File: config.mk
export PLATFORM = sky130hd
export DESIGN_NAME = gld_core
export DESIGN_NICKNAME = d
export VERILOG_FILES = /design/src/gld_pkg.sv /design/src/gld_led_if.sv /design/src/gld_core.sv /design/src/gld_led_mux.sv
export VERILOG_INCLUDE_DIRS = /design/src
export SDC_FILE = /design/constraint.sdc
export NUM_CORES = 1
export LEC_CHECK = 0
export BUFFER_PORTS_ARGS = -buffer_cell sky130_fd_sc_hd__buf_2
export CORE_ASPECT_RATIO = 1.25
export CORE_UTILIZATION = 63
export DETAILED_ROUTE_END_ITERATION = 8
export PLACE_DENSITY = 0.92
export SLEW_MARGIN = 10
export SYNTH_ARGS = -nofsm -noshare
export SYNTH_HDL_FRONTEND = slang
export SYNTH_SLANG_ARGS = --single-unit
File: constraint.sdc
create_clock -name clock -period 8.25 [get_ports clock]
set_input_delay 2.0625 -clock clock [delete_from_list [all_inputs] [get_ports clock]]
set_output_delay 2.0625 -clock clock [all_outputs]
set_load 0.05 [all_outputs]
File: src/gld_cfg.svh
// addresses, field values and timing figures of the gauge display block
`ifndef GLD_CFG_SVH
`define GLD_CFG_SVH
`define GLD_ADDR_COMP_HI    8'h0D
`define GLD_ADDR_COMP_LO    8'h0E
`define GLD_ADDR_ENERGY_HI  8'h0F
`define GLD_ADDR_ENERGY_LO  8'h10
`define GLD_ADDR_SOFT_RST   8'h39
`define GLD_RST_ARMED       8'h00
`define GLD_RST_FIRE        8'h80
`define GLD_READ_NONE       8'h00
`define GLD_PIN_SYNC_IDLE   4'h6
`define GLD_CPI_CI_LEVEL    8'h40
`define GLD_CPI_MAX         8'hFF
`define GLD_CPI_RESET       8'h00
`define GLD_CHARGE_RESET    16'h0000
`define GLD_CHARGE_MAX      16'hFFFF
`define GLD_SEG_COUNT       5
`define GLD_CLK_HZ          20000000
`define GLD_DISPLAY_CONTROL_INPUT_WINDOW_MS  4000
`define GLD_MUX_HZ          100
`define GLD_MUX_DUTY_PCT    30
`define GLD_BLINK_HZ        4
`endif

File: src/gld_pkg.sv
// shared types of the gauge display block
package gld_pkg;

  // resolved level of the three-state display-control pin
  typedef enum logic [1:0] {
    DISPLAY_CONTROL_INPUT_HIGH  = 2'b00,
    DISPLAY_CONTROL_INPUT_LOW   = 2'b01,
    DISPLAY_CONTROL_INPUT_FLOAT = 2'b10
  } gld_display_control_input_mode_type;

  // display enable sequencer
  typedef enum logic [1:0] {
    ST_DARK   = 2'b00,
    ST_CHARGE = 2'b01,
    ST_TIMED  = 2'b10
  } gld_display_control_input_state_type;

endpackage : gld_pkg
File: src/gld_led_if.sv
// link between the gauge core and its led bank multiplexer
`timescale 1ns/1ps
interface gld_led_if;
  logic [4:0] pattern;
  logic       enable;
  logic       blink;
  logic [4:0] segOn_n;
  logic       commonOn;

  modport core (output pattern, enable, blink, input segOn_n, commonOn);
  modport mux  (input pattern, enable, blink, output segOn_n, commonOn);
endinterface : gld_led_if

File: src/gld_core.sv
// gauge result registers, software reset and led capacity display control
`timescale 1ns/1ps
`include "gld_cfg.svh"
// Overview of operation
// - compensated charge readable as high and low bytes at 0Dh and 0Eh.
// - nominal counter and full reference never see rate or temperature correction.
// - scaled energy readable as high and low bytes at 0Fh and 10h.
// - writing 80h over 00h in the reset register fires a gauge reset.
// - reset loads full reference, clears counters, sets inaccurate and replaced flags.
// - self-discharge steps ignored while program input five is high.
// - each lit segment stands for one fifth of the full reference.
// - segment count from compensated charge; nominal counter untouched.
// - display pin high keeps all segments dark.
// - display pin floating shows segments while a valid charge is seen.
// - display pin pulled low shows segments for four seconds.
// - segments 1,3,5 and 2,4 form two alternating banks.
// - banks modulated near 100 Hz, each on thirty percent.
// - first empty warning blinks segment one at four hertz.
// - final empty warning blanks the display whatever the pin.
// - inaccurate flag sets at count 64; reference update clears both.
module gld_core #(
  parameter int unsigned WINDOW_CYC     = `GLD_DISPLAY_CONTROL_INPUT_WINDOW_MS * (`GLD_CLK_HZ / 1000),
  parameter int unsigned MUX_PERIOD_CYC = `GLD_CLK_HZ / `GLD_MUX_HZ,
  parameter int unsigned MUX_ON_CYC     = MUX_PERIOD_CYC * `GLD_MUX_DUTY_PCT / 100,
  parameter int unsigned BLINK_HALF_CYC = `GLD_CLK_HZ / (2 * `GLD_BLINK_HZ)
) (
  // clock and reset
  input  wire logic        clock,
  input  wire logic        reset_n,
  // register port
  input  wire logic [7:0]  regAddr,
  input  wire logic        regWrite,
  input  wire logic        regRead,
  input  wire logic [7:0]  regWriteData,
  output logic      [7:0]  regReadData,
  output logic             regReadValid,
  // gauge arithmetic results
  input  wire logic [15:0] compChargeIn,
  input  wire logic [15:0] scaledEnergyIn,
  input  wire logic [15:0] programmedFullCount,
  // gauge events
  input  wire logic        chargeStep,
  input  wire logic        dischargeStep,
  input  wire logic        selfDischargeStep,
  input  wire logic        validChargeEvent,
  input  wire logic        fullRefUpdate,
  input  wire logic [15:0] fullRefValue,
  input  wire logic        validDischargeSet,
  input  wire logic        batteryReplacedClear,
  input  wire logic        firstEmptyWarningFlag,
  input  wire logic        finalEmptyWarningFlag,
  // pins
  input  wire logic        programInputFive,
  input  wire logic        displayPullUpSense,
  input  wire logic        displayPullDownSense,
  input  wire logic        validChargeDetect,
  // gauge state
  output logic [15:0]      nominalChargeCounter,
  output logic [15:0]      measuredFullReference,
  output logic [7:0]       inaccurateChargeCounter,
  output logic             capacityInaccurateFlag,
  output logic             batteryReplacedFlag,
  output logic             validDischargeField,
  output logic             gaugeReset,
  // led drive
  output logic [4:0]       segmentOutputs_n,
  output logic             ledCommonDrive
);
  localparam int unsigned TW = $clog2(WINDOW_CYC + 1);
  localparam logic [TW-1:0] WINDOW_C = TW'(WINDOW_CYC);

  gld_led_if ledBus ();

  logic [3:0]                  pinMeta_reg;
  logic [3:0]                  pinSync_reg;
  logic [15:0]                 compCharge_reg;
  logic [15:0]                 scaledEnergy_reg;
  logic [7:0]                  softReset_reg;
  gld_pkg::gld_display_control_input_mode_type  dispMode_reg;
  gld_pkg::gld_display_control_input_mode_type  dispModePrev_reg;
  gld_pkg::gld_display_control_input_state_type dispState_reg;
  gld_pkg::gld_display_control_input_state_type dispState_next;
  logic [TW-1:0]               window_reg;
  logic                        timedStart;
  logic                        chargeShow;
  logic                        progFive;
  logic [18:0]                 compScaled;
  logic [4:0]                  litNext;

  function automatic logic hits(input logic [7:0] addr, input logic [7:0] target);
    hits = (addr == target);
  endfunction : hits

  function automatic gld_pkg::gld_display_control_input_mode_type resolveDisp(input logic up,
                                                             input logic down);
    if (up && down) begin
      resolveDisp = gld_pkg::DISPLAY_CONTROL_INPUT_HIGH;
    end else if (!up && !down) begin
      resolveDisp = gld_pkg::DISPLAY_CONTROL_INPUT_LOW;
    end else begin
      resolveDisp = gld_pkg::DISPLAY_CONTROL_INPUT_FLOAT;
    end
  endfunction : resolveDisp

  //////////////////////////////////////////////////////////////////////////////
  // pin synchronisers: five, pull-up sense, pull-down sense, charge detect
  always_ff @(posedge clock) begin
    if (!reset_n) begin
      // display senses idle high so leaving reset is no entry into low
      pinMeta_reg <= `GLD_PIN_SYNC_IDLE;
      pinSync_reg <= `GLD_PIN_SYNC_IDLE;
    end else begin
      pinMeta_reg <= {validChargeDetect, displayPullDownSense, displayPullUpSense,
                      programInputFive};
      pinSync_reg <= pinMeta_reg;
    end
  end

  assign progFive = pinSync_reg[0];

  //////////////////////////////////////////////////////////////////////////////
  // compensated result capture
  always_ff @(posedge clock) begin
    if (!reset_n) begin
      compCharge_reg   <= `GLD_CHARGE_RESET;
      scaledEnergy_reg <= `GLD_CHARGE_RESET;
    end else begin
      compCharge_reg   <= compChargeIn;
      scaledEnergy_reg <= scaledEnergyIn;
    end
  end

  always_ff @(posedge clock) begin
    if (!reset_n) begin
      softReset_reg <= `GLD_RST_ARMED;
      gaugeReset    <= 1'b0;
    end else begin
      gaugeReset <= regWrite && hits(regAddr, `GLD_ADDR_SOFT_RST)
                    && (softReset_reg == `GLD_RST_ARMED) && (regWriteData == `GLD_RST_FIRE);
      if (regWrite && hits(regAddr, `GLD_ADDR_SOFT_RST)) begin
        softReset_reg <= regWriteData;
      end
    end
  end

  // byte reads of results; reset register reads as zero
  always_ff @(posedge clock) begin
    if (!reset_n) begin
      regReadData  <= `GLD_READ_NONE;
      regReadValid <= 1'b0;
    end else begin
      regReadValid <= regRead;
      if (!regRead) begin
        regReadData <= regReadData;
      end else if (hits(regAddr, `GLD_ADDR_COMP_HI)) begin
        regReadData <= compCharge_reg[15:8];
      end else if (hits(regAddr, `GLD_ADDR_COMP_LO)) begin
        regReadData <= compCharge_reg[7:0];
      end else if (hits(regAddr, `GLD_ADDR_ENERGY_HI)) begin
        regReadData <= scaledEnergy_reg[15:8];
      end else if (hits(regAddr, `GLD_ADDR_ENERGY_LO)) begin
        regReadData <= scaledEnergy_reg[7:0];
      end else begin
        regReadData <= `GLD_READ_NONE;
      end
    end
  end

  //////////////////////////////////////////////////////////////////////////////
  // nominal counter uses raw steps only
  always_ff @(posedge clock) begin
    if (!reset_n || gaugeReset) begin
      nominalChargeCounter <= `GLD_CHARGE_RESET;
    end else if (chargeStep) begin
      if (nominalChargeCounter != `GLD_CHARGE_MAX) begin
        nominalChargeCounter <= nominalChargeCounter + 16'h0001;
      end
    end else if (dischargeStep) begin
      if (nominalChargeCounter != `GLD_CHARGE_RESET) begin
        nominalChargeCounter <= nominalChargeCounter - 16'h0001;
      end
    end else if (selfDischargeStep && !progFive) begin
      if (nominalChargeCounter != `GLD_CHARGE_RESET) begin
        nominalChargeCounter <= nominalChargeCounter - 16'h0001;
      end
    end
  end

  always_ff @(posedge clock) begin
    if (!reset_n || gaugeReset) begin
      measuredFullReference <= programmedFullCount;
    end else if (fullRefUpdate) begin
      measuredFullReference <= fullRefValue;
    end
  end

  always_ff @(posedge clock) begin
    if (!reset_n || gaugeReset) begin
      inaccurateChargeCounter <= `GLD_CPI_RESET;
      capacityInaccurateFlag  <= 1'b1;
    end else if (fullRefUpdate) begin
      inaccurateChargeCounter <= `GLD_CPI_RESET;
      capacityInaccurateFlag  <= 1'b0;
    end else if (validChargeEvent && inaccurateChargeCounter != `GLD_CPI_MAX) begin
      inaccurateChargeCounter <= inaccurateChargeCounter + 8'h01;
      if (inaccurateChargeCounter + 8'h01 == `GLD_CPI_CI_LEVEL) begin
        capacityInaccurateFlag <= 1'b1;
      end
    end
  end

  // replaced flag set, discharge field cleared
  always_ff @(posedge clock) begin
    if (!reset_n || gaugeReset) begin
      batteryReplacedFlag <= 1'b1;
      validDischargeField <= 1'b0;
    end else begin
      batteryReplacedFlag <= batteryReplacedFlag && !batteryReplacedClear;
      validDischargeField <= validDischargeField || validDischargeSet;
    end
  end

  //////////////////////////////////////////////////////////////////////////////
  // compensated charge scaled by segment count
  assign compScaled = 19'(compCharge_reg) * 19'(`GLD_SEG_COUNT);

  // segment k lit above k fifths of the reference
  for (genvar k = 0; k < `GLD_SEG_COUNT; k++) begin : g_lit
    assign litNext[k] = (compScaled > 19'(measuredFullReference) * 19'(k))
                        && (compCharge_reg != `GLD_CHARGE_RESET);
  end

  always_ff @(posedge clock) begin
    if (!reset_n) begin
      dispMode_reg     <= gld_pkg::DISPLAY_CONTROL_INPUT_HIGH;
      dispModePrev_reg <= gld_pkg::DISPLAY_CONTROL_INPUT_HIGH;
    end else begin
      dispMode_reg     <= resolveDisp(pinSync_reg[1], pinSync_reg[2]);
      dispModePrev_reg <= dispMode_reg;
    end
  end

  assign timedStart = (dispMode_reg == gld_pkg::DISPLAY_CONTROL_INPUT_LOW)
                      && (dispModePrev_reg != gld_pkg::DISPLAY_CONTROL_INPUT_LOW);
  assign chargeShow = (dispMode_reg == gld_pkg::DISPLAY_CONTROL_INPUT_FLOAT) && pinSync_reg[3];

  always_comb begin
    dispState_next = dispState_reg;
    case (dispState_reg)
      gld_pkg::ST_DARK: begin
        if (timedStart) begin
          dispState_next = gld_pkg::ST_TIMED;
        end else if (chargeShow) begin
          dispState_next = gld_pkg::ST_CHARGE;
        end
      end
      gld_pkg::ST_CHARGE: begin
        if (timedStart) begin
          dispState_next = gld_pkg::ST_TIMED;
        end else if (!chargeShow) begin
          dispState_next = gld_pkg::ST_DARK;
        end
      end
      gld_pkg::ST_TIMED: begin
        if (dispMode_reg == gld_pkg::DISPLAY_CONTROL_INPUT_HIGH || window_reg == TW'(1)) begin
          dispState_next = gld_pkg::ST_DARK;
        end
      end
      default: begin
        dispState_next = gld_pkg::ST_DARK;
      end
    endcase
  end

  always_ff @(posedge clock) begin
    if (!reset_n) begin
      dispState_reg <= gld_pkg::ST_DARK;
    end else begin
      dispState_reg <= dispState_next;
    end
  end

  always_ff @(posedge clock) begin
    if (!reset_n) begin
      window_reg <= '0;
    end else if (timedStart) begin
      window_reg <= WINDOW_C;
    end else if (window_reg != '0) begin
      window_reg <= window_reg - TW'(1);
    end
  end

  // high pin blanks; final warning blanks
  always_ff @(posedge clock) begin
    if (!reset_n) begin
      ledBus.enable  <= 1'b0;
      ledBus.pattern <= 5'h00;
      ledBus.blink   <= 1'b0;
    end else begin
      ledBus.enable  <= (dispState_next != gld_pkg::ST_DARK)
                        && (dispMode_reg != gld_pkg::DISPLAY_CONTROL_INPUT_HIGH) && !finalEmptyWarningFlag;
      ledBus.pattern <= litNext;
      ledBus.blink   <= firstEmptyWarningFlag;
    end
  end

  gld_led_mux #(
    .PERIOD_CYC     (MUX_PERIOD_CYC),
    .ON_CYC         (MUX_ON_CYC),
    .BLINK_HALF_CYC (BLINK_HALF_CYC)
  ) u_mux (
    .clock   (clock),
    .reset_n (reset_n),
    .ledBus  (ledBus.mux)
  );

  assign segmentOutputs_n = ledBus.segOn_n;
  assign ledCommonDrive   = ledBus.commonOn;

  //////////////////////////////////////////////////////////////////////////////
  property p_soft_fire;
    @(posedge clock) disable iff (!reset_n)
    regWrite && hits(regAddr, `GLD_ADDR_SOFT_RST) && softReset_reg == `GLD_RST_ARMED
      && regWriteData == `GLD_RST_FIRE |=> gaugeReset ##1 nominalChargeCounter == 16'h0000;
  endproperty
  a_soft_fire: assert property (p_soft_fire)
    else $error("soft reset did not fire");

  property p_reset_load;
    @(posedge clock) disable iff (!reset_n)
    gaugeReset |=> capacityInaccurateFlag && batteryReplacedFlag && !validDischargeField
      && inaccurateChargeCounter == 8'h00 && measuredFullReference == $past(programmedFullCount);
  endproperty
  a_reset_load: assert property (p_reset_load)
    else $error("gauge reset left state wrong");

  property p_self_hold;
    @(posedge clock) disable iff (!reset_n)
    progFive && selfDischargeStep && !chargeStep && !dischargeStep && !gaugeReset
      |=> $stable(nominalChargeCounter);
  endproperty
  a_self_hold: assert property (p_self_hold)
    else $error("self-discharge stepped while held off");

  property p_pin_high;
    @(posedge clock) disable iff (!reset_n)
    dispMode_reg == gld_pkg::DISPLAY_CONTROL_INPUT_HIGH |=> !ledBus.enable ##1 ledBus.segOn_n == 5'h1F;
  endproperty
  a_pin_high: assert property (p_pin_high)
    else $error("segments lit with display pin high");

  property p_final_blank;
    @(posedge clock) disable iff (!reset_n)
    finalEmptyWarningFlag |=> !ledBus.enable;
  endproperty
  a_final_blank: assert property (p_final_blank)
    else $error("display on during final empty warning");

  property p_ci_level;
    @(posedge clock) disable iff (!reset_n)
    validChargeEvent && !fullRefUpdate && !gaugeReset && inaccurateChargeCounter == 8'h3F
      |=> capacityInaccurateFlag && inaccurateChargeCounter == 8'h40;
  endproperty
  a_ci_level: assert property (p_ci_level)
    else $error("inaccurate flag missed count 64");

  property p_window_start;
    @(posedge clock) disable iff (!reset_n)
    timedStart && !finalEmptyWarningFlag |=> window_reg == WINDOW_C
      && dispState_reg == gld_pkg::ST_TIMED && ledBus.enable;
  endproperty
  a_window_start: assert property (p_window_start)
    else $error("timed window did not start");

endmodule : gld_core

File: src/gld_led_mux.sv
// two-bank led multiplexer with low-battery blink of the first segment
`timescale 1ns/1ps
`include "gld_cfg.svh"
module gld_led_mux #(
  parameter int unsigned PERIOD_CYC     = `GLD_CLK_HZ / `GLD_MUX_HZ,
  parameter int unsigned ON_CYC         = PERIOD_CYC * `GLD_MUX_DUTY_PCT / 100,
  parameter int unsigned BLINK_HALF_CYC = `GLD_CLK_HZ / (2 * `GLD_BLINK_HZ)
) (
  // clock and reset
  input wire logic clock,
  input wire logic reset_n,
  // core side
  gld_led_if.mux   ledBus
);
  localparam int unsigned CW = $clog2(PERIOD_CYC + 1);
  localparam int unsigned BW = $clog2(BLINK_HALF_CYC + 1);
  localparam logic [CW-1:0] LAST_C   = CW'(PERIOD_CYC - 1);
  localparam logic [CW-1:0] ON_C     = CW'(ON_CYC);
  localparam logic [CW-1:0] HALF_C   = CW'(PERIOD_CYC / 2);
  localparam logic [CW-1:0] HALFON_C = CW'(PERIOD_CYC / 2 + ON_CYC);
  localparam logic [BW-1:0] BLAST_C  = BW'(BLINK_HALF_CYC - 1);

  logic [CW-1:0] muxCount_reg;
  logic [BW-1:0] blinkCount_reg;
  logic          blinkPhase_reg;
  logic          bankA;
  logic          bankB;
  logic [4:0]    segNext;

  //////////////////////////////////////////////////////////////////////////////
  // modulation period
  always_ff @(posedge clock) begin
    if (!reset_n) begin
      muxCount_reg <= '0;
    end else if (muxCount_reg == LAST_C) begin
      muxCount_reg <= '0;
    end else begin
      muxCount_reg <= muxCount_reg + CW'(1);
    end
  end

  assign bankA = muxCount_reg < ON_C;
  assign bankB = (muxCount_reg >= HALF_C) && (muxCount_reg < HALFON_C);

  always_ff @(posedge clock) begin
    if (!reset_n) begin
      blinkCount_reg <= '0;
      blinkPhase_reg <= 1'b0;
    end else if (blinkCount_reg == BLAST_C) begin
      blinkCount_reg <= '0;
      blinkPhase_reg <= ~blinkPhase_reg;
    end else begin
      blinkCount_reg <= blinkCount_reg + BW'(1);
    end
  end

  // odd segments on bank a, even on bank b
  for (genvar i = 0; i < `GLD_SEG_COUNT; i++) begin : g_seg
    if (i == 0) begin : g_first
      assign segNext[i] = ledBus.enable && ledBus.pattern[i] && bankA
                          && !(ledBus.blink && !blinkPhase_reg);
    end else if (i % 2 == 0) begin : g_odd
      assign segNext[i] = ledBus.enable && ledBus.pattern[i] && bankA;
    end else begin : g_even
      assign segNext[i] = ledBus.enable && ledBus.pattern[i] && bankB;
    end
  end

  always_ff @(posedge clock) begin
    if (!reset_n) begin
      ledBus.segOn_n  <= 5'h1F;
      ledBus.commonOn <= 1'b0;
    end else begin
      ledBus.segOn_n  <= ~segNext;
      ledBus.commonOn <= ledBus.enable && (bankA || bankB);
    end
  end

  //////////////////////////////////////////////////////////////////////////////
  property p_banks_apart;
    @(posedge clock) disable iff (!reset_n)
    !(&{ledBus.segOn_n[0], ledBus.segOn_n[2], ledBus.segOn_n[4]})
      |-> (&{ledBus.segOn_n[1], ledBus.segOn_n[3]});
  endproperty
  a_banks_apart: assert property (p_banks_apart)
    else $error("both led banks lit together");

  property p_bank_window;
    @(posedge clock) disable iff (!reset_n)
    (muxCount_reg == ON_C) && ledBus.enable |=> ledBus.segOn_n[2] && ledBus.segOn_n[4];
  endproperty
  a_bank_window: assert property (p_bank_window)
    else $error("bank a lit past its duty window");

  property p_blink_dark;
    @(posedge clock) disable iff (!reset_n)
    ledBus.blink && !blinkPhase_reg |=> ledBus.segOn_n[0];
  endproperty
  a_blink_dark: assert property (p_blink_dark)
    else $error("segment one lit in dark blink phase");

endmodule : gld_led_mux

# Yosys cells after proc, flatten, opt, wreduce, memory -nomap -nowiden

Cells that the tools add are included.

Register bits after elaboration: 188
Logic and storage cells: 150
Output and inout bits: 59
Input bits: 97

Reductions and logical operators: 63
Eq/ne operators: 18
$add $sub $neg: 6
Multiplexer cells: 23
Order comparisons: 8
Bitwise logic cells: 3
Multiply operators: 2

Operators with widths:

| operator                                                             | count |
|---|---|
| two-way mux 16 bit                                                   | 7 |
| two-way mux 27 bit                                                   | 2 |
| greater-than comparator 19 x 18 -> 1 bit                             | 2 |
| two-way mux 8 bit                                                    | 4 |
| nonzero test 16 bit                                                  | 2 |
| logical AND 1 bit                                                    | 31 |
| == test 27 x 1 -> 1 bit (second input constant)                      | 1 |
| nonzero test 27 bit                                                  | 1 |
| subtractor 27 x 1 -> 27 bit (second input constant)                  | 1 |
| == test 8 x 4 -> 1 bit (second input constant)                       | 3 |
| adder 22 x 1 -> 22 bit (second input constant)                       | 1 |
| == test 22 bit (second input constant)                               | 1 |
| greater-than comparator 19 x 1 -> 1 bit (second input constant)      | 1 |
| greater-than comparator 19 x 16 -> 1 bit                             | 1 |
| greater-than comparator 19 x 17 -> 1 bit                             | 1 |
| multiplier 16 x 3 -> 19 bit (second input constant)                  | 1 |
| adder 18 x 1 -> 18 bit (second input constant)                       | 1 |
| == test 18 bit (second input constant)                               | 1 |
| greater-or-equal comparator 18 x 17 -> 1 bit (second input constant) | 1 |
| < comparator 18 x 16 -> 1 bit (second input constant)                | 1 |
| < comparator 18 bit (second input constant)                          | 1 |
| multiplier 16 x 2 -> 18 bit (second input constant)                  | 1 |
| adder 16 x 1 -> 16 bit (second input constant)                       | 1 |
| != test 16 bit (second input constant)                               | 1 |
| other kinds (23)                                                     | 55 |

# Longest topological paths before layout

Gate-level depths: netlist of run 1.

Word-level depth: 8
Mapped depth: 17
Depth with buffers taken out: 17

# Hierarchy

A second synthesis of run 1 with hierarchy kept.

Cell total of the unflattened synthesis: 1,255
Area, all modules: 11,187.0 um^2

Modules (own cells, without submodules):

| module      | times used | sequential area each (um^2) | cells an instance | area each (um^2) |
|---|---|---|---|---|
| gld_core    | 1          | 2,982.9                     | 1,005             | 9,034.9 |
| gld_led_mux | 1          | 940.9                       | 250               | 2,152.1 |

# Least setup slack after synthesis of run 1

OpenSTA, ideal clock, no wires.

Kind: input to register
Start point: input chargeStep
End point: register nominalChargeCounter[11]
Required time: 8,135 ps
Buffers on the path: 0
Setup slack: 3,925 ps
Arrival: 4,211 ps
Setup time: 115 ps
Cell stages on the path: 9
Cell sequence: inv_1 > ha_1 > a211oi_1 > o21ai_0 > a31oi_1 > o21ai_0 > a2111oi_0 > nor3_1 > o21a_1

Cells in the longest elaborated chain, start to end: 2
Elaborated cells on any way between the ends: 4
Those cells by class: eq/ne (1); mux (1); reduce/logical (2)

RTL lines:

| element                                                                       | line            | source |
|---|---|---|
| start, declared                                                               | gld_core.sv:42  | `input wire logic chargeStep,` |
| != test 2 x 1 -> 1 bit (no line) / nonzero test 3 bit (equally long branches) | -               |  |
| AND reduction 2 bit (no line)                                                 | -               |  |
| end signal, assigned                                                          | gld_core.sv:173 | `` nominalChargeCounter <= `GLD_CHARGE_RESET; `` |
| end signal, assigned                                                          | gld_core.sv:176 | `nominalChargeCounter <= nominalChargeCounter + 16'h0001;` |
| end signal, assigned                                                          | gld_core.sv:180 | `nominalChargeCounter <= nominalChargeCounter - 16'h0001;` |
| end, declared                                                                 | gld_core.sv:58  | `output logic [15:0] nominalChargeCounter,` |

Parallel ways exist; a longest one is shown, timed or not.
A chain may end at the register's enable or synchronous reset.

# Worst setup path after layout of run 1

Ends and elaborated chain as after synthesis.

==> reports/qor.yml, run 1 <==
sta:
  timing.final.crit_share_pct: 55.4
  relSlewSlack_pct: 23.6
  fin_skew_ps: 14.0
  drv_slew: 0
  setup_viol: 0
  setup_tns_ps: 0
  maxClockFrequency_mhz: 219
  finalHoldViolations: 0
  tightest_slew_ps: 1140
  rsz0062_at_grt: "false"
  min_period_ps: 4570
floorplan:
  rows: 53
  die_x_um: 120
  top_level_ports: 156
  start_util_pct: 64.9
  core_area_um2: 17000
  die_h_um: 150
  die_area_um2: 18000
pwr:
  switchingPower_mw: 1.15
  pwr-share-seq_pct: 36.7
  leakagePower_nw: 5.64
  power_frac_clock_pct: 27.2
  power_frac_comb_pct: 36.1
  swShare_pct: 37.7
  ir_drop_v: 0.000153
  power_density_nw_per_um2: 242
  internal_power_mw: 1.90
  finalPower_mw: 3.05
cts:
  cts_tree: "yes"
  clk_pin_slew_ps: 70
  insertion_delay_ps: 440
  h-tree-depth: 4
  root_buffer: "clkbuf_16"
  cts.sinks: 188
  numCtsBuffers: 17
  cts_setup_buffers: 0
  cts_hold_buffers: 0
  clk_path_buf_depth: 2
  cts-resized-gates: 0
placed_design:
  hpwl_mm: 20.0
  portBuffers: 155
  gp_congestion: 0.921
  placed_cells: 1623
  dpl-instance-area_um2: 12000
final_layout:
  synthToLayoutAreaGrowth_pct: 14.4
  drive_above_1_share_pct: 14.2
  fill_cells: 1228
  largest_reg_flops: 27
  final_cells: 1657
  nets: 1651
  stdcell_area_um2: 12600
synthesis:
  synth_seq_area_share_pct: 35.6
  synth.area.top_cells: "dfxtp_1 (31%), ha_1 (15%), nor2_1 (5.0%), xnor2_1 (4.6%), edfxtp_1 (4.4%)"
  synth_top_cell_by_area: "dfxtp_1"
  synth-edff-count: 16
  synth.distinct_cells: 64
  ys_seq_elements: 188
  syn_inst: 1270
  yosysWarnings: 0
  ys_top_cells_by_count: "dfxtp_1 (172), nor2_1 (148), ha_1 (129), nand2_1 (119), a21oi_1 (71)"
  avgSynthCellArea_um2: 8.67
  synth.most_common_cell: "dfxtp_1"
  synthesis.nets: 1499
  synth_top_area_share_pct: 31.3
  synth_ff_type: "dfxtp_1"
  synthesis.area_um2: 11000
  async_flop_share_pct: 0
routing:
  wl_per_cell_um: 16.3
  postRouteAntennaNets: 0
  postRouteWirelength_mm: 27.0
  first_iter_violations: 609
  routed-via-count: 9976
  drtPass1Iterations: 7
  vias_per_cell: 6.02
  drc: 0
grt:
  grt.overflow.total: 0
  antenna_found_initial: 1
  grt_start_max_net_pins: 55
  grt_pass1_vias: 9766
  grt_usage_pct: 30.3
  grt_first_pass_wirelength_mm: 44.1
setup_path:
  cp-end-kind: "flip-flop"
  worst_setup_path_start_kind: "input pin"
  required_ps: 8590
  worstPathMaxFanout: 18
  crit_type: "in2reg"
  rr_worst_depth: 16
  crit_arrival_ps: 4910
flow_run:
  cap_viol_max_count: 0
hold_path:
  whs_path_depth: 1
  hold_class: "reg2reg"
outcome:
  status: "completed"
==> final timing paths <==
path	slack, ps	to	start
max	3680	nominalChargeCounter[11]	chargeStep
min	370	u_mux.ledBus.segOn_n[1]	ledBus.pattern[1]
max reg2reg	3920	ledBus.pattern[3]	compCharge_reg[1]
min reg2reg	370	u_mux.ledBus.segOn_n[1]	ledBus.pattern[1]
==> through the flow <==
| step | hold slack, ps | setup slack, ps | util [%] |
|---|---|---|---|
| 6_report | 372 | 3680 | 74.2 |
| 3_3_place_gp | 360 | 3500 | 70.7 |
| 4_1_cts | 376 | 3800 | 74.2 |
| 5_1_grt | 380 | 3540 | 74.2 |
| 3_5_place_dp | 360 | 3350 | 70.7 |
| 2_1_floorplan | 343 | 3920 | - |
==> routing by layer <==
layer	track usage (%)	wire (um)	up-vias
li1	-	-	4881
met1	33.6	10900	4725
met2	55.7	14100	296
met3	4.84	1140	74
met4	15.2	871	0
met5	0	0	-
==> power groups by stage <==
stage	combinational [mW]	sequential [mW]	clock [mW]
2_1_floorplan	0.735	1.22	0
5_1_grt	1.22	1.13	0.872
6_report	1.10	1.12	0.829
3_3_place_gp	1.03	1.13	0
4_1_cts	1.09	1.12	0.835
3_5_place_dp	1.07	1.13	0
==> placed cells by master, fill, tap and decap left out, types with 11 or more instances in the layout <==
cell type    n
a21o_1      21
a21oi_1     71
a31oi_1     14
and2_1      47
buf_2      155
clkbuf_16   17
dfxtp_1    172
edfxtp_1    16
ha_1       129
inv_1       38
nand2_1    119
nand2b_1    20
nand3_1     41
nand4_1     28
nor2_1     148
nor2b_1     11
nor3_1      37
nor4_1      25
o21a_1      18
o21ai_0     47
or3_1       12
xnor2_1     58
xor2_1      35
==> cell families (layout without fill, tap and decap cells) <==
logic type,count (synthesis),in the layout,synth area share [%]
buffers and inverters,67,232,2.39
multiplexers,10,10,0.920
flip-flops,188,188,35.6
adder cells (fa/ha/maj),132,132,15.2
XOR/XNOR,93,93,7.40
AND/OR/NAND/NOR,538,538,24.3
other,0,2,0
AO/OA/AOI/OAI,242,242,14.1
==> layout make-up <==
cell class / instances / area [um2] / area share [%]
antenna: 2 / 5.00 / 0.0397
clock buffer: 18 / 429 / 3.41
clock inverter: 14 / 173 / 1.37
inverter: 38 / 143 / 1.13
multi-input combinational: 1015 / 6830 / 54.2
sequential: 188 / 3920 / 31.1
tap: 220 / 275 / 2.18
timing repair buffer: 162 / 828 / 6.57
==> critical path: stages <==
cell,delay (ps)
buf_2,110
inv_1,480
ha_1,360
a211oi_1,360
o21ai_0,200
a31oi_1,280
o21ai_0,190
a2111oi_0,540
nor3_1,130
o21a_1,190
Power figures use the tool's default switching activity.
==> run 2, diff against run 1 <==
- ABC_AREA: unset -> 1
- CORE_UTILIZATION: 63 -> 59
- PLACE_DENSITY: 0.92 -> 0.86
- clock period: 8.25 -> 4.23 ns (I/O delays scaled with it)
==> reports/qor.yml, run 2 <==
outcome:
  status: "completed"
synthesis:
  yosysWarnings: 0
  synthesis.area_um2: 11900
  async_flop_share_pct: 0
  synthesis.nets: 1855
  synth-edff-count: 16
  ys_seq_elements: 188
  avgSynthCellArea_um2: 7.33
  synth.most_common_cell: "nand2_1"
  ys_top_cells_by_count: "nand2_1 (364), inv_1 (194), nor2_1 (176), dfxtp_1 (172), a21oi_1 (130)"
  synth_seq_area_share_pct: 32.9
  synth_top_area_share_pct: 28.9
  synth_ff_type: "dfxtp_1"
  syn_inst: 1626
  synth.distinct_cells: 57
  synth.area.top_cells: "dfxtp_1 (29%), ha_1 (14%), nand2_1 (11%), inv_1 (6.1%), nor2_1 (5.5%)"
  synth_top_cell_by_area: "dfxtp_1"
placed_design:
  gp_congestion: 0.962
  hpwl_mm: 21.8
  placed_cells: 2028
  portBuffers: 155
routing:
  postRouteWirelength_mm: 28.0
  wl_per_cell_um: 13.6
  drc: 0
  postRouteAntennaNets: 0
  routed-via-count: 11200
  drtPass1Iterations: 5
  vias_per_cell: 5.44
  first_iter_violations: 433
pwr:
  switchingPower_mw: 2.53
  power_frac_clock_pct: 27.1
  pwr-share-seq_pct: 35.1
  power_frac_comb_pct: 37.8
  leakagePower_nw: 6.77
  power_density_nw_per_um2: 453
  internal_power_mw: 3.62
  swShare_pct: 41.2
  ir_drop_v: 0.000431
  finalPower_mw: 6.16
setup_path:
  crit_type: "reg2reg"
  crit_chain: "ha_1 -> ha_1 -> fa_1 -> nand3_1 -> nand3_1 -> nand3_1 -> nand2_1 -> or2_2 -> nand2_1 -> inv_1 -> ha_1 -> nand4_1 -> nor4_1 -> nand4_1 -> nand2_1 -> nor2_1"
  required_ps: 4560
  reg2reg_setup_slack_ps: 890
  crit_arrival_ps: 3670
  worst_setup_path_start_kind: "flip-flop"
  slowest_delay_ps: 430
  worstPathMaxFanout: 5
  worst_path_max_delay_cell: "dfxtp_1"
  cp-end-kind: "flip-flop"
sta:
  rsz0062_at_grt: "false"
  maxClockFrequency_mhz: 300
  min_period_ps: 3340
  tightest_slew_ps: 866
  timing.final.crit_share_pct: 78.9
  setup_viol: 0
  relSlewSlack_pct: 42.1
  drv_slew: 0
  fin_skew_ps: 13.4
  finalHoldViolations: 0
  setup_tns_ps: 0
cts:
  cts.sinks: 188
  h-tree-depth: 4
  root_buffer: "clkbuf_16"
  cts_setup_buffers: 0
  cts_tree: "yes"
  insertion_delay_ps: 450
  cts_hold_buffers: 0
  numCtsBuffers: 17
  cts-resized-gates: 0
  clk_pin_slew_ps: 70
  clk_path_buf_depth: 2
final_layout:
  antennaDiodeCount: 0
  layout_common_cells: "nand2_1 (364), inv_1 (194), nor2_1 (175), dfxtp_1 (172), buf_2 (155)"
  drive_above_1_share_pct: 15.3
  largest_reg_flops: 27
  synthToLayoutAreaGrowth_pct: 14.1
  final_cells: 2060
  nets: 2011
  layout_commonest_cell: "nand2_1"
floorplan:
  top_level_ports: 156
  rows: 57
  core_area_um2: 19600
  die_x_um: 129
  die_area_um2: 20800
  start_util_pct: 60.8
  die_h_um: 161
grt:
  grt_usage_pct: 28.1
  grt.overflow.total: 0
  grt_pass1_vias: 11200
  grt_start_max_net_pins: 58
  grt_first_pass_wirelength_mm: 47.6
  antenna_found_initial: 1
hold_path:
  hold_class: "reg2reg"
flow_run:
  cap_viol_max_count: 0
## run 2: cell count changes after synthesis, sizes merged, moves of 13 or more
cell    before  now
clkbuf      26   11
a21o        21    8
xnor2       58   24
nand3       41   77
o21a        18    2
nand2      119  384
nor2       148  191
inv         38  205
and2        47    1
nand2b      20    0
a21oi       72  136
## run 2: power by group through the flow
stage,sequential (mW),combinational [mW],clock (mW)
3_5_place_dp,2.19,2.29,0
2_1_floorplan,2.33,1.65,0
3_3_place_gp,2.19,2.22,0
6_report,2.16,2.33,1.67
5_1_grt,2.18,2.62,1.76
4_1_cts,2.15,2.32,1.69
## run 2: stage by stage
stage	cell area (um2)	utilization, %	hold WS (ps)	setup WS [ps]
after global routing	13600	69.3	405	595
after CTS	13600	69.3	395	859
after detailed placement	13000	66.1	379	890
after floorplan	11900	-	366	1260
after global placement	13000	66.1	378	936
final	13600	69.3	393	892
## run 2: path summary, 6_finish.rpt
check / startpoint / to / cells after the start
worst min register to register: ledBus.pattern[0] / u_mux.ledBus.segOn_n[0] / 1
worst max-delay path: compCharge_reg[1] / ledBus.pattern[3] / 16
worst max register to register: compCharge_reg[1] / ledBus.pattern[3] / 16
worst min-delay path: ledBus.pattern[0] / u_mux.ledBus.segOn_n[0] / 1
## run 2: cells by family (layout without fill, tap and decap cells)
| family | count (synthesis) | after routing | share of synthesized area [%] |
|---|---|---|---|
| AND/OR/NAND/NOR | 781 | 781 | 30.1 |
| XOR/XNOR | 51 | 51 | 3.75 |
| flip-flops | 188 | 188 | 32.9 |
| buffers and inverters | 227 | 396 | 7.28 |
| AO/OA/AOI/OAI | 247 | 247 | 11.9 |
| adder cells (fa/ha/maj) | 132 | 132 | 14.1 |
## run 2: area by class of cell
type                    instances  area (um2)
multi-input cells            1211        7130
well taps                     265         332
inverters                     206         776
repair buffers                158         798
clock inverters                15         208
clock buffers                  17         425
fillers                      1618        6020
flip-flops and latches        188        3920
## run 2: worst max-delay path: cells and delay by family, from the launching register on
kind / cells / cell delay, ps
simple gates: 11 / 1460
buf+inv: 1 / 100
flops: 1 / 430
fa+ha+maj: 4 / 1250
## run 2: layer usage
layer  global-route usage, %  share of wire (%)
met3                    4.46                3.9
met5                       0              0.036
met2                    51.9                 52
met1                    30.7                 41
met4                    13.3                3.3
==> run 3, diff against run 2 <==
- ABC_AREA: 1 -> 0
- CORE_UTILIZATION: 59 -> 58
- clock period: 4.23 -> 3.1 ns (I/O delays scaled with it)
==> reports/qor.yml, run 3 (synthesis results as in run 1) <==
outcome:
  status: "finished with violations"
  violations: "DRC, setup timing"
setup_path:
  crit_type: "reg2reg"
  worst_setup_path_start_kind: "flip-flop"
  cp-end-kind: "flip-flop"
  crit_arrival_ps: 3950
  required_ps: 3430
  worstPathMaxFanout: 3
pwr:
  leakagePower_nw: 6.24
  power_density_nw_per_um2: 610
  ir_drop_v: 0.000424
final_layout:
  synthToLayoutAreaGrowth_pct: 25.4
  layout_commonest_cell: "dfxtp_1"
  drive_above_1_share_pct: 23.9
  nets: 1757
  layout_common_cells: "dfxtp_1 (167), buf_2 (155), nor2_1 (146), nand2_1 (119), ha_1 (116)"
  largest_reg_flops: 27
sta:
  fin_skew_ps: 11.9
  worst_slack_ps: -515
  setup_viol: 5
  tightest_slew_ps: 853
  rsz0062_at_grt: "true"
  setup_tns_ps: -2200
  min_period_ps: 3620
  relSlewSlack_pct: 42.7
  timing.final.crit_share_pct: 117
  drv_slew: 0
  finalHoldViolations: 0
  maxClockFrequency_mhz: 277
cts:
  numCtsBuffers: 17
  insertion_delay_ps: 450
  root_buffer: "clkbuf_16"
  cts.sinks: 188
  clk_path_buf_depth: 2
  h-tree-depth: 4
  clk_pin_slew_ps: 70
  cts_tree: "yes"
routing:
  drtPass1Iterations: 9
  postRouteAntennaNets: 0
  vias_per_cell: 5.90
  wl_per_cell_um: 16.7
  drc: 2
  routed-via-count: 10500
  first_iter_violations: 592
  postRouteWirelength_mm: 29.6
floorplan:
  core_area_um2: 18700
  die_area_um2: 19500
  die_x_um: 125
  start_util_pct: 58.9
  die_h_um: 156
  top_level_ports: 156
  rows: 56
hold_path:
  hold_class: "reg2reg"
grt:
  grt_pass1_vias: 10500
  antenna_found_initial: 0
  grt_first_pass_wirelength_mm: 47.7
  grt.overflow.total: 0
  grt_usage_pct: 30.3
  grt_start_max_net_pins: 31
placed_design:
  gp_congestion: 0.943
  portBuffers: 155
  hpwl_mm: 21.5
  preCtsSetupSlack_ps: -407
flow_run:
  cap_viol_max_count: 0
-- run 3: final cells by class --
class | count | area (um2)
clock inverter | 14 | 154
fill | 1361 | 4900
antenna | 1 | 2.50
clock buffer | 17 | 425
inverter | 38 | 143
timing repair buffer | 268 | 1630
multi-input combinational | 1015 | 7220
sequential | 188 | 3940
tap | 232 | 290
-- run 3: where the power goes --
part	total, mW	switching [mW]	internal (mW)
clock network	2.15	1.08	1.07
registers	2.96	0.253	2.70
logic	3.31	1.88	1.43
total	8.42	3.21	5.21
-- run 3: path summary, 6_finish.rpt --
kind,from,to,slack (ps),cells after the start
max,compCharge_reg[8],ledBus.pattern[4],-520,16
min,ledBus.pattern[1],u_mux.ledBus.segOn_n[1],380,1
max reg2reg,compCharge_reg[8],ledBus.pattern[4],-520,16
min reg2reg,ledBus.pattern[1],u_mux.ledBus.segOn_n[1],380,1
-- run 3: metal layers --
layer,up-vias,wire length (um),global-route usage (%)
met5,-,0,0
met3,112,1250,4.39
met2,336,15500,56.8
li1,5080,-,-
met4,0,1230,17.2
met1,4936,11600,32.4
-- run 3: metrics by stage --
| stage | hold slack, ps | utilization (%) | cells | area (um2) | power [mW] |
|---|---|---|---|---|---|
| finish | 382 | 73.8 | 1773 | 13800 | 8.42 |
| global route | 389 | 73.8 | 1772 | 13800 | 8.90 |
| CTS | 382 | 72.8 | 1771 | 13600 | 8.33 |
| detailed placement | 366 | 68.8 | 1733 | 12900 | 6.10 |
| global placement | 363 | 68.8 | 1733 | 12900 | 5.99 |
| floorplan | 343 | - | 1270 | 11100 | 5.23 |
-- run 3: timing repair --
item,in CTS,in global routing
cloned,0,0
endpoints found under the setup margin,5,5
pin swaps,23,23
hold buffers,0,0
setup buffers,7,2
gates resized for setup,23,34
-- run 3: worst max-delay path: stages, from the launching register on --
cell and delay (ps):
dfxtp_1 320, buf_4 130, ha_1 290, ha_1 360, a21oi_2 180, o21a_1 210
a2bb2oi_2 210, nand3b_1 150, a211oi_1 340, nor2_1 180, ha_1 370, nand4_1 130
nor2_2 160, nand2_1 60, o22ai_1 180, o21a_1 170, nor2_1 40
